File: src/slm_defines.vh
// Purpose: Constants for the supply level monitor register block
// Assumes: AHB-Lite word-per-register map, byte address = 4 * index
// Notes: Definitions only
`ifndef SLM_DEFINES_VH
`define SLM_DEFINES_VH
`define SLM_IDX_LEVEL_CTRL 4'h1
`define SLM_IDX_MON_CTRL 4'h8
`define SLM_IDX_IRQ_CTRL 4'h9
`define SLM_IDX_IRQ_FLAGS 4'hA
`define SLM_IDX_STATUS 4'hB
`define SLM_IDX_IRQ_MASK 4'hC
`define SLM_IDX_IRQ_STAT 4'hD
`define SLM_LVL_LSB 0
`define SLM_LVL_MSB 2
`define SLM_MARGIN_LSB 0
`define SLM_MARGIN_MSB 1
`define SLM_IE_BIT 0
`define SLM_DIR_LSB 1
`define SLM_DIR_MSB 2
`define SLM_FLAG_BIT 0
`define SLM_STATUS_BIT 0
`define SLM_MARGIN_RST 2'h0
`define SLM_IRQCTRL_RST 2'h0
`define SLM_DIR_FALL 2'h0
`define SLM_DIR_RISE 2'h1
`define SLM_DIR_BOTH 2'h2
`define SLM_MARGIN_5 2'h0
`define SLM_MARGIN_15 2'h1
`define SLM_MARGIN_25 2'h2
`define SLM_EV_FLAG 0
`define SLM_EV_CROSS 1
`endif

File: src/slm_regs.v
// Purpose: Register bank of a brown-out detector level select and supply level monitor
// Assumes: One 40 MHz clock, synchronous active-high reset, AHB-Lite slave with zero wait states
// Notes: Comparator input is asynchronous and is synchronised before use
`timescale 1ns/10ps
`default_nettype none
`include "slm_defines.vh"
module slm_regs #(
    parameter LEVEL_WIDTH = 3
) (
    // Clock and reset
    input wire CLK,
    input wire RST,
    // AHB-Lite slave
    input wire HSEL,
    input wire [31:0] HADDR,
    input wire [1:0] HTRANS,
    input wire HWRITE,
    input wire [2:0] HSIZE,
    input wire [31:0] HWDATA,
    input wire HREADY,
    output reg [31:0] HRDATA,
    output wire HREADYOUT,
    output wire HRESP,
    // Detector configuration and comparator
    input wire [LEVEL_WIDTH-1:0] FUSE_LEVEL,
    input wire DETECTOR_ENABLED,
    input wire SUPPLY_BELOW_RAW,
    // Analog control
    output reg [LEVEL_WIDTH-1:0] THRESHOLD_LEVEL_SEL,
    output reg [1:0] MONITOR_MARGIN_SEL,
    output wire MONITOR_ACTIVE,
    // Interrupts
    output wire MONITOR_IRQ,
    output wire IRQ
);

    reg [1:0] crossing_direction_sel;
    reg monitor_irq_enable;
    reg monitor_irq_flag;
    reg [1:0] ev_stat;
    reg [1:0] ev_mask;
    reg below_meta;
    reg below_sync;
    reg below_prev;
    reg det_meta;
    reg det_sync;
    reg fuse_taken;
    reg wr_pend;
    reg [3:0] wr_idx;
    reg rd_stat_pend;
    wire trig;
    wire fall;
    wire rise;
    wire acc;
    wire [3:0] idx;
    wire [31:0] rdata;

    // Word index from the byte address; low address bits ignored for word access
    function [3:0] slm_index;
        input [31:0] a;
        begin
            slm_index = (a[31:6] == 26'h0) ? a[5:2] : 4'hF;
        end
    endfunction

    assign HREADYOUT = 1'b1;
    assign HRESP = 1'b0;
    assign acc = HSEL & HREADY & HTRANS[1];
    assign idx = slm_index(HADDR);

    // Two-flop synchronisers for the analog side
    always @(posedge CLK) begin
        if (RST) begin
            below_meta <= 1'b0;
            below_sync <= 1'b0;
            det_meta <= 1'b0;
            det_sync <= 1'b0;
        end else begin
            below_meta <= SUPPLY_BELOW_RAW;
            below_sync <= below_meta;
            det_meta <= DETECTOR_ENABLED;
            det_sync <= det_meta;
        end
    end

    assign MONITOR_ACTIVE = det_sync & monitor_irq_enable;

    // Previous level tracks only while the detector is enabled, so re-enabling the interrupt does not fake an edge
    always @(posedge CLK) begin
        if (RST) begin
            below_prev <= 1'b0;
        end else if (det_sync) begin
            below_prev <= below_sync;
        end
    end

    // Falling supply means going below the threshold
    assign fall = below_sync & ~below_prev;
    assign rise = ~below_sync & below_prev;
    assign trig = MONITOR_ACTIVE & (
        (crossing_direction_sel == `SLM_DIR_FALL & fall) |
        (crossing_direction_sel == `SLM_DIR_RISE & rise) |
        (crossing_direction_sel == `SLM_DIR_BOTH & (fall | rise)));

    // Fuse level is captured by a clocked load after reset release, not by reset itself
    always @(posedge CLK) begin
        if (RST) begin
            fuse_taken <= 1'b0;
            THRESHOLD_LEVEL_SEL <= {LEVEL_WIDTH{1'b0}};
        end else if (!fuse_taken) begin
            fuse_taken <= 1'b1;
            THRESHOLD_LEVEL_SEL <= FUSE_LEVEL;
        end
    end

    // Address phase capture
    always @(posedge CLK) begin
        if (RST) begin
            wr_pend <= 1'b0;
            wr_idx <= 4'h0;
            rd_stat_pend <= 1'b0;
        end else begin
            wr_pend <= acc & HWRITE;
            wr_idx <= idx;
            rd_stat_pend <= acc & ~HWRITE & (idx == `SLM_IDX_IRQ_STAT);
        end
    end

    // Writable registers
    always @(posedge CLK) begin
        if (RST) begin
            MONITOR_MARGIN_SEL <= `SLM_MARGIN_RST;
            crossing_direction_sel <= `SLM_IRQCTRL_RST;
            monitor_irq_enable <= 1'b0;
            ev_mask <= 2'h0;
        end else if (wr_pend) begin
            case (wr_idx)
                `SLM_IDX_MON_CTRL: begin
                    MONITOR_MARGIN_SEL <= HWDATA[`SLM_MARGIN_MSB:`SLM_MARGIN_LSB];
                end
                `SLM_IDX_IRQ_CTRL: begin
                    crossing_direction_sel <= HWDATA[`SLM_DIR_MSB:`SLM_DIR_LSB];
                    monitor_irq_enable <= HWDATA[`SLM_IE_BIT];
                end
                `SLM_IDX_IRQ_MASK: begin
                    ev_mask <= HWDATA[1:0];
                end
                default: begin
                    ev_mask <= ev_mask;
                end
            endcase
        end
    end

    // Flag: write one clears, trigger wins
    always @(posedge CLK) begin
        if (RST) begin
            monitor_irq_flag <= 1'b0;
        end else if (trig) begin
            monitor_irq_flag <= 1'b1;
        end else if (wr_pend && wr_idx == `SLM_IDX_IRQ_FLAGS && HWDATA[`SLM_FLAG_BIT]) begin
            monitor_irq_flag <= 1'b0;
        end
    end

    // Sticky event status, cleared by reading; a new event in the read cycle survives
    always @(posedge CLK) begin
        if (RST) begin
            ev_stat <= 2'h0;
        end else begin
            ev_stat[`SLM_EV_FLAG] <= (ev_stat[`SLM_EV_FLAG] & ~rd_stat_pend) | trig;
            ev_stat[`SLM_EV_CROSS] <= (ev_stat[`SLM_EV_CROSS] & ~rd_stat_pend) | (det_sync & (fall | rise));
        end
    end

    assign MONITOR_IRQ = monitor_irq_enable & monitor_irq_flag;
    assign IRQ = |(ev_stat & ev_mask);

    // Read mux; status is forced low while the detector is off
    assign rdata =
        (idx == `SLM_IDX_LEVEL_CTRL) ? {{(32-LEVEL_WIDTH){1'b0}}, THRESHOLD_LEVEL_SEL} :
        (idx == `SLM_IDX_MON_CTRL) ? {30'h0, MONITOR_MARGIN_SEL} :
        (idx == `SLM_IDX_IRQ_CTRL) ? {29'h0, crossing_direction_sel, monitor_irq_enable} :
        (idx == `SLM_IDX_IRQ_FLAGS) ? {31'h0, monitor_irq_flag} :
        (idx == `SLM_IDX_STATUS) ? {31'h0, det_sync & below_sync} :
        (idx == `SLM_IDX_IRQ_MASK) ? {30'h0, ev_mask} :
        (idx == `SLM_IDX_IRQ_STAT) ? {30'h0, ev_stat} :
        32'h0;

    always @(posedge CLK) begin
        if (RST) begin
            HRDATA <= 32'h0;
        end else if (acc && !HWRITE) begin
            HRDATA <= rdata;
        end
    end

endmodule
`default_nettype wire

File: config.mk
export PLATFORM = sky130hd
export DESIGN_NAME = slm_regs
export DESIGN_NICKNAME = d
export VERILOG_FILES = /design/src/slm_regs.v
export VERILOG_INCLUDE_DIRS = /design/src
export SDC_FILE = /design/constraint.sdc
export NUM_CORES = 1
export LEC_CHECK = 0
export BUFFER_PORTS_ARGS = -buffer_cell sky130_fd_sc_hd__buf_2
export CAP_MARGIN = 20
export CORE_ASPECT_RATIO = 1.75
export CORE_MARGIN = 2
export CORE_UTILIZATION = 30
export DETAILED_ROUTE_END_ITERATION = 8
export PLACE_DENSITY = 0.64
export SLEW_MARGIN = 5
export SYNTH_ARGS = -nofsm -noshare
export SYNTH_HDL_FRONTEND = slang
export SYNTH_SLANG_ARGS = --single-unit
File: constraint.sdc
create_clock -name CLK -period 2.3 [get_ports CLK]
set_input_delay 0.345 -clock CLK [delete_from_list [all_inputs] [get_ports CLK]]
set_output_delay 0.345 -clock CLK [all_outputs]
set_load 0.02 [all_outputs]
# Word-level counts from Yosys, hierarchy flattened
# Index checks and enable logic that the tools add are counted.
[op_classes]
n_mux = 11
reduce_logical = 11
eq_ne = 13
bitwise = 27
[op_table]
columns = ["op", "n"]
rows = [
  ["$eq A4 B4 Y1 const B", 10],
  ["$logic_not A26 Y1", 1],
  ["$and A1 B1 Y1", 17],
  ["$mux W3", 3],
  ["$mux W2", 4],
  ["$reduce_and A2 Y1", 3],
  ["$or A1 B1 Y1", 5],
  ["$eq A4 B1 Y1 const B", 1],
  ["$mux W4", 1],
  ["$not A1 Y1", 4],
  ["$logic_and A1 B1 Y1", 3],
  ["$mux W1", 3],
  ["$and A2 B2 Y2", 1],
  ["$eq A2 B1 Y1 const B", 1],
  ["$eq A2 B2 Y1 const B", 1],
  ["$logic_not A2 Y1", 1],
  ["$reduce_bool A2 Y1", 1],
  ["$reduce_or A2 Y1", 1],
  ["$logic_not A1 Y1", 1],
]
[totals]
in_bits = 79
elab_cells = 79
regBits = 57

# Longest topological paths before layout
[depth]
word_depth = 10
mapped_depth = 6

# Worst setup path before layout
# Ideal clock, no wire load.
[synth_path]
path_kind = "input to register"
from = "input port HADDR[2]"
to = "register HRDATA[0]"
path_stages = 4
path_slack_ns = 0.768
arrival_ns = 1.414
path_buffers = 1
cell_sequence = "buf_6 mux4_2 a32o_1 a32o_1"
[synth_via]
elab_chain_cells = 9
elab_cells_between_ends = 15
[synth_lines]
columns = ["item", "line", "text"]
rows = [
  ["from (decl)", "slm_regs.v:15", "input wire [31:0] HADDR,"],
  ["$mux W4 *", "slm_regs.v:62", "slm_index = (a[31:6] == 26'h0) ? a[5:2] : 4'hF;"],
  ["$eq A4 B4 Y1 (no line)", "-", ""],
  ["$mux W2", "slm_regs.v:187", "(idx == `SLM_IDX_IRQ_STAT) ? {30'h0, ev_stat} :"],
  ["$mux W2", "slm_regs.v:186", "(idx == `SLM_IDX_IRQ_MASK) ? {30'h0, ev_mask} :"],
  ["$mux W2", "slm_regs.v:185", "(idx == `SLM_IDX_STATUS) ? {31'h0, det_sync & below_sync} :"],
  ["$mux W2", "slm_regs.v:184", "(idx == `SLM_IDX_IRQ_FLAGS) ? {31'h0, monitor_irq_flag} :"],
  ["$mux W3", "slm_regs.v:183", "(idx == `SLM_IDX_IRQ_CTRL) ? {29'h0, crossing_direction_sel, monitor_irq_enable} :"],
  ["$mux W3", "slm_regs.v:182", "(idx == `SLM_IDX_MON_CTRL) ? {30'h0, MONITOR_MARGIN_SEL} :"],
  ["$mux W3 *", "slm_regs.v:181", "(idx == `SLM_IDX_LEVEL_CTRL) ? {{(32-LEVEL_WIDTH){1'b0}}, THRESHOLD_LEVEL_SEL} :"],
  ["to (signal assigned)", "slm_regs.v:194", "HRDATA <= rdata;"],
  ["to (decl)", "slm_regs.v:21", "output reg [31:0] HRDATA,"],
]
# Every way passes the cells marked *; elsewhere a longest branch is shown, timed or not.
# A chain may end at the register's enable or synchronous reset.

# Worst setup path in the final report
[layout_path]
from = "register wr_pend"
to = "register ev_mask[0]"
[layout_via]
elab_chain_cells = 1
[layout_lines]
columns = ["item", "line", "text"]
rows = [
  ["from (decl)", "slm_regs.v:48", "reg wr_pend;"],
  ["from (signal assigned)", "slm_regs.v:123", "wr_pend <= acc & HWRITE;"],
  ["$reduce_and A2 Y1 (no line)", "-", ""],
  ["to (signal assigned)", "slm_regs.v:146", "ev_mask <= HWDATA[1:0];"],
  ["to (signal assigned)", "slm_regs.v:149", "ev_mask <= ev_mask;"],
  ["to (decl)", "slm_regs.v:41", "reg [1:0] ev_mask;"],
]
# Every way passes these cells.

==> metrics.txt <==
run status=completed; via count=1,247; number of max-capacitance violations reported=0; global-route congestion overflow total=0; critical path required time=between 2000 and 2500 ps; number of library cell types mapped by synthesis=36; Final setup violation count=0; deepest level of the CTS H-tree=1; number of pins with negative max-slew slack in the final report=0; area taken by multi-input logic gates=738.2 sq um; Power per Cell Area=between 500 and 600 nW/um^2; standard cell area after detailed placement=roughly 1700 sq um; RSZ-0062 raised after global routing=no; Chip Height=about 97 microns; Seq/Total Area, Yosys=between 30% and 40%; total die area=5565 sq um; post-detailed-routing wire length=around 3.2 mm; row count=33; count of buffers from port buffering=54; proportion of synthesized area in mux cells=a little over a tenth; data arrival time of the worst path=about 1600 ps; Storage cell area=about 560 sq um; top area cells in the synthesized netlist=dfxtp_1, buf_4, mux2i_1; worst-path maximum fanout=4; filler cell count=503; residual antenna-violating net count after detailed routing=0; Gate power share=a little over an eighth; deepest clock path buffer count=2; post-synthesis instance area=roughly 1500 sq um; worst hold start=DETECTOR_ENABLED; final core utilization=between 30 and 40%; top cell type's share of synthesized area=between 30 and 40%; mean cell area of the mapped netlist=roughly 9.2 sq um; pin count of the biggest net entering global routing=22; sequential power share=between 40% and 50%; Detailed Route Iter0 Violations=26; number of standard cells after synthesis=between 150 and 200; type of the setup path with the least slack=reg -> reg; TritonCTS clock tree=done; worst skew pair latency=270 ps; sink count of the clock tree=28; power dissipated by switching net loads=246.0 uW; async set-or-reset flop fraction in the synthesized netlist=0%; Boundary Pins=121; setup tns final=0 ps; Die Span X=between 50 and 60 microns; library cell with the largest summed area after synthesis=dfxtp_1; overall power after layout=1.020 mW; core area=approximately 4700 sq um; wire length of the first global-routing pass=5.037 mm; synthesis warning total=0; total CTS buffers=3; crit path launch=wr_pend; drc violations=0; placed wire-length estimate after detailed placement=around 2.7 mm; dominant combinational cell family by area after synthesis=simple AND/OR/NAND/NOR gates; Worst Hold Class=in -> reg; Final Hold Fails=0; commonest cells in the synthesized netlist=buf_4, dfxtp_1, nor2_1, mux2i_1, nor4_1; main flop type after synthesis=dfxtp_1; compound-cell area share of the yosys netlist=~8.1%; clock group share of total power=between 30% and 40%; worst-case setup slack after placement=605.7 ps; root buffer cell=clkbuf_8; final weighted congestion of routability-driven global placement=around 0.8; final layout net count=about 300; kind of end point of the critical path=register; least setup slack across all paths after layout=841.4 ps; Max rail drop VDD=approximately 510 uV; Avg WL per Cell=about 12 microns; setup fix buffers added after clock tree synthesis=0; layout cell share with drive strength beyond 1=about 29%; number of enable-type register cells in the synthesized netlist=0; count of hold buffers inserted by post-cts repair=0; Global Route Usage Sum=a little under an eighth; Pre-antenna DRT Iters=5; Hold Path Stages=2; post-synthesis share of cell area spent on full adders, half adders and majority gates=~1.7%; startpoint of the worst register-to-register path=wr_pend; Synth-to-Final Area Change=17.06%; achievable frequency=685.6 MHz; xor and xnor fraction of the mapped netlist area=0%; initial cell density of the core=between 30% and 40%; fraction of power spent switching nets=between 20 and 25%; startpoint kind of the worst setup timing path=register; clock skew=between 2 and 2.5 ps; final cycle utilization of the critical path=a little under two thirds; number of vias per cell after detailed routing=between 4 and 5; total internal power=a little under 800 uW; cell leakage power=0.8503 nW; vias in the first global route=about 1,100; simple-gate share of the synthesized area=between 20% and 30%; post-route cell area=1743 sq um; Antenna Diode Count=0; R2R depth=4; most repeated cell in the gate-level netlist after synthesis=buf_4; flip-flop and latch count after synthesis=28; clock-pin slew of the registers on the worst-case setup and hold paths=approximately 90 ps; # resized after CTS=0; time the final worst path needs with I/O delays and setup=~1500 ps; initial antenna violation count=0
==> metal layers <==
layer / wire, microns / vias up / global-route usage (%)
met2: 1757 / 78 / 22.55
met1: 1086 / 557 / 10.90
met5: 0 / - / 0
met4: 109 / 0 / 6.977
li1: - / 605 / -
met3: 273 / 7 / 1.198
==> sequential cells by signal, indices dropped and copies added, names as in the netlist <==
signal,flops
HRDATA,3
MONITOR_MARGIN_SEL,2
THRESHOLD_LEVEL_SEL,3
below_meta,1
below_prev,1
below_sync,1
crossing_direction_sel,2
det_meta,1
det_sync,1
ev_mask,2
ev_stat,2
fuse_taken,1
monitor_irq_enable,1
monitor_irq_flag,1
rd_stat_pend,1
wr_idx,4
wr_pend,1
==> power groups by stage <==
stage                     registers [mW]  logic [mW]  clock network, mW
final                              0.505       0.132              0.383
after global routing               0.508       0.144              0.417
after CTS                          0.506       0.133              0.395
after detailed placement           0.517       0.133                  0
after global placement             0.517       0.131                  0
after floorplan                    0.518       0.123                  0
==> metrics by stage <==
stage               std cells  hold slack, ps
floorplan                 190           413.8
global placement          262           418.2
detailed placement        262           422.3
CTS                       266           267.0
global route              266           277.2
finish                    266           270.7
==> cells by family after synthesis <==
group                    count (synthesis)
adder cells (fa/ha/maj)                  2
buffers and inverters                   42
AND/OR/NAND/NOR                         56
flip-flops                              28
multiplexers                            15
other                                    2
AO/OA/AOI/OAI                           16
==> layout by cell type (no fill, tap or decap), drive strengths merged, types with 2 or more instances in the layout <==
| master | instances |
|---|---|
| nand4 | 2 |
| nand3 | 3 |
| nor2 | 18 |
| a21oi | 5 |
| nand4b | 2 |
| and2 | 3 |
| inv | 6 |
| mux2i | 14 |
| clkbuf | 3 |
| nand2b | 3 |
| nor2b | 4 |
| nand2 | 3 |
| a32o | 4 |
| o211ai | 2 |
| ha | 2 |
| nor3 | 3 |
| buf | 56 |
| conb | 31 |
| nor4 | 7 |
| dfxtp | 28 |
==> worst paths after layout <==
path,to,slack [ps]
worst min-delay path,det_meta,270
worst max register to register,ev_mask[0],840
worst min register to register,det_sync,440
worst max-delay path,ev_mask[0],840
==> layout make-up <==
class	count	area share (%)
clock buffer	3	2.369
sequential	28	32.16
timing repair buffer	56	16.37
multi-input combinational	120	42.35
tap	52	3.733
inverter	6	1.292
clock inverter	1	1.723
==> critical path, cell delays in order (launching register included) <==
cell and delay [ps]:
dfxtp_1 320, nand2_1 90, or4b_2 710, mux2i_1 180
nor2_1 50
No activity file was read; power rests on OpenSTA's default activity.
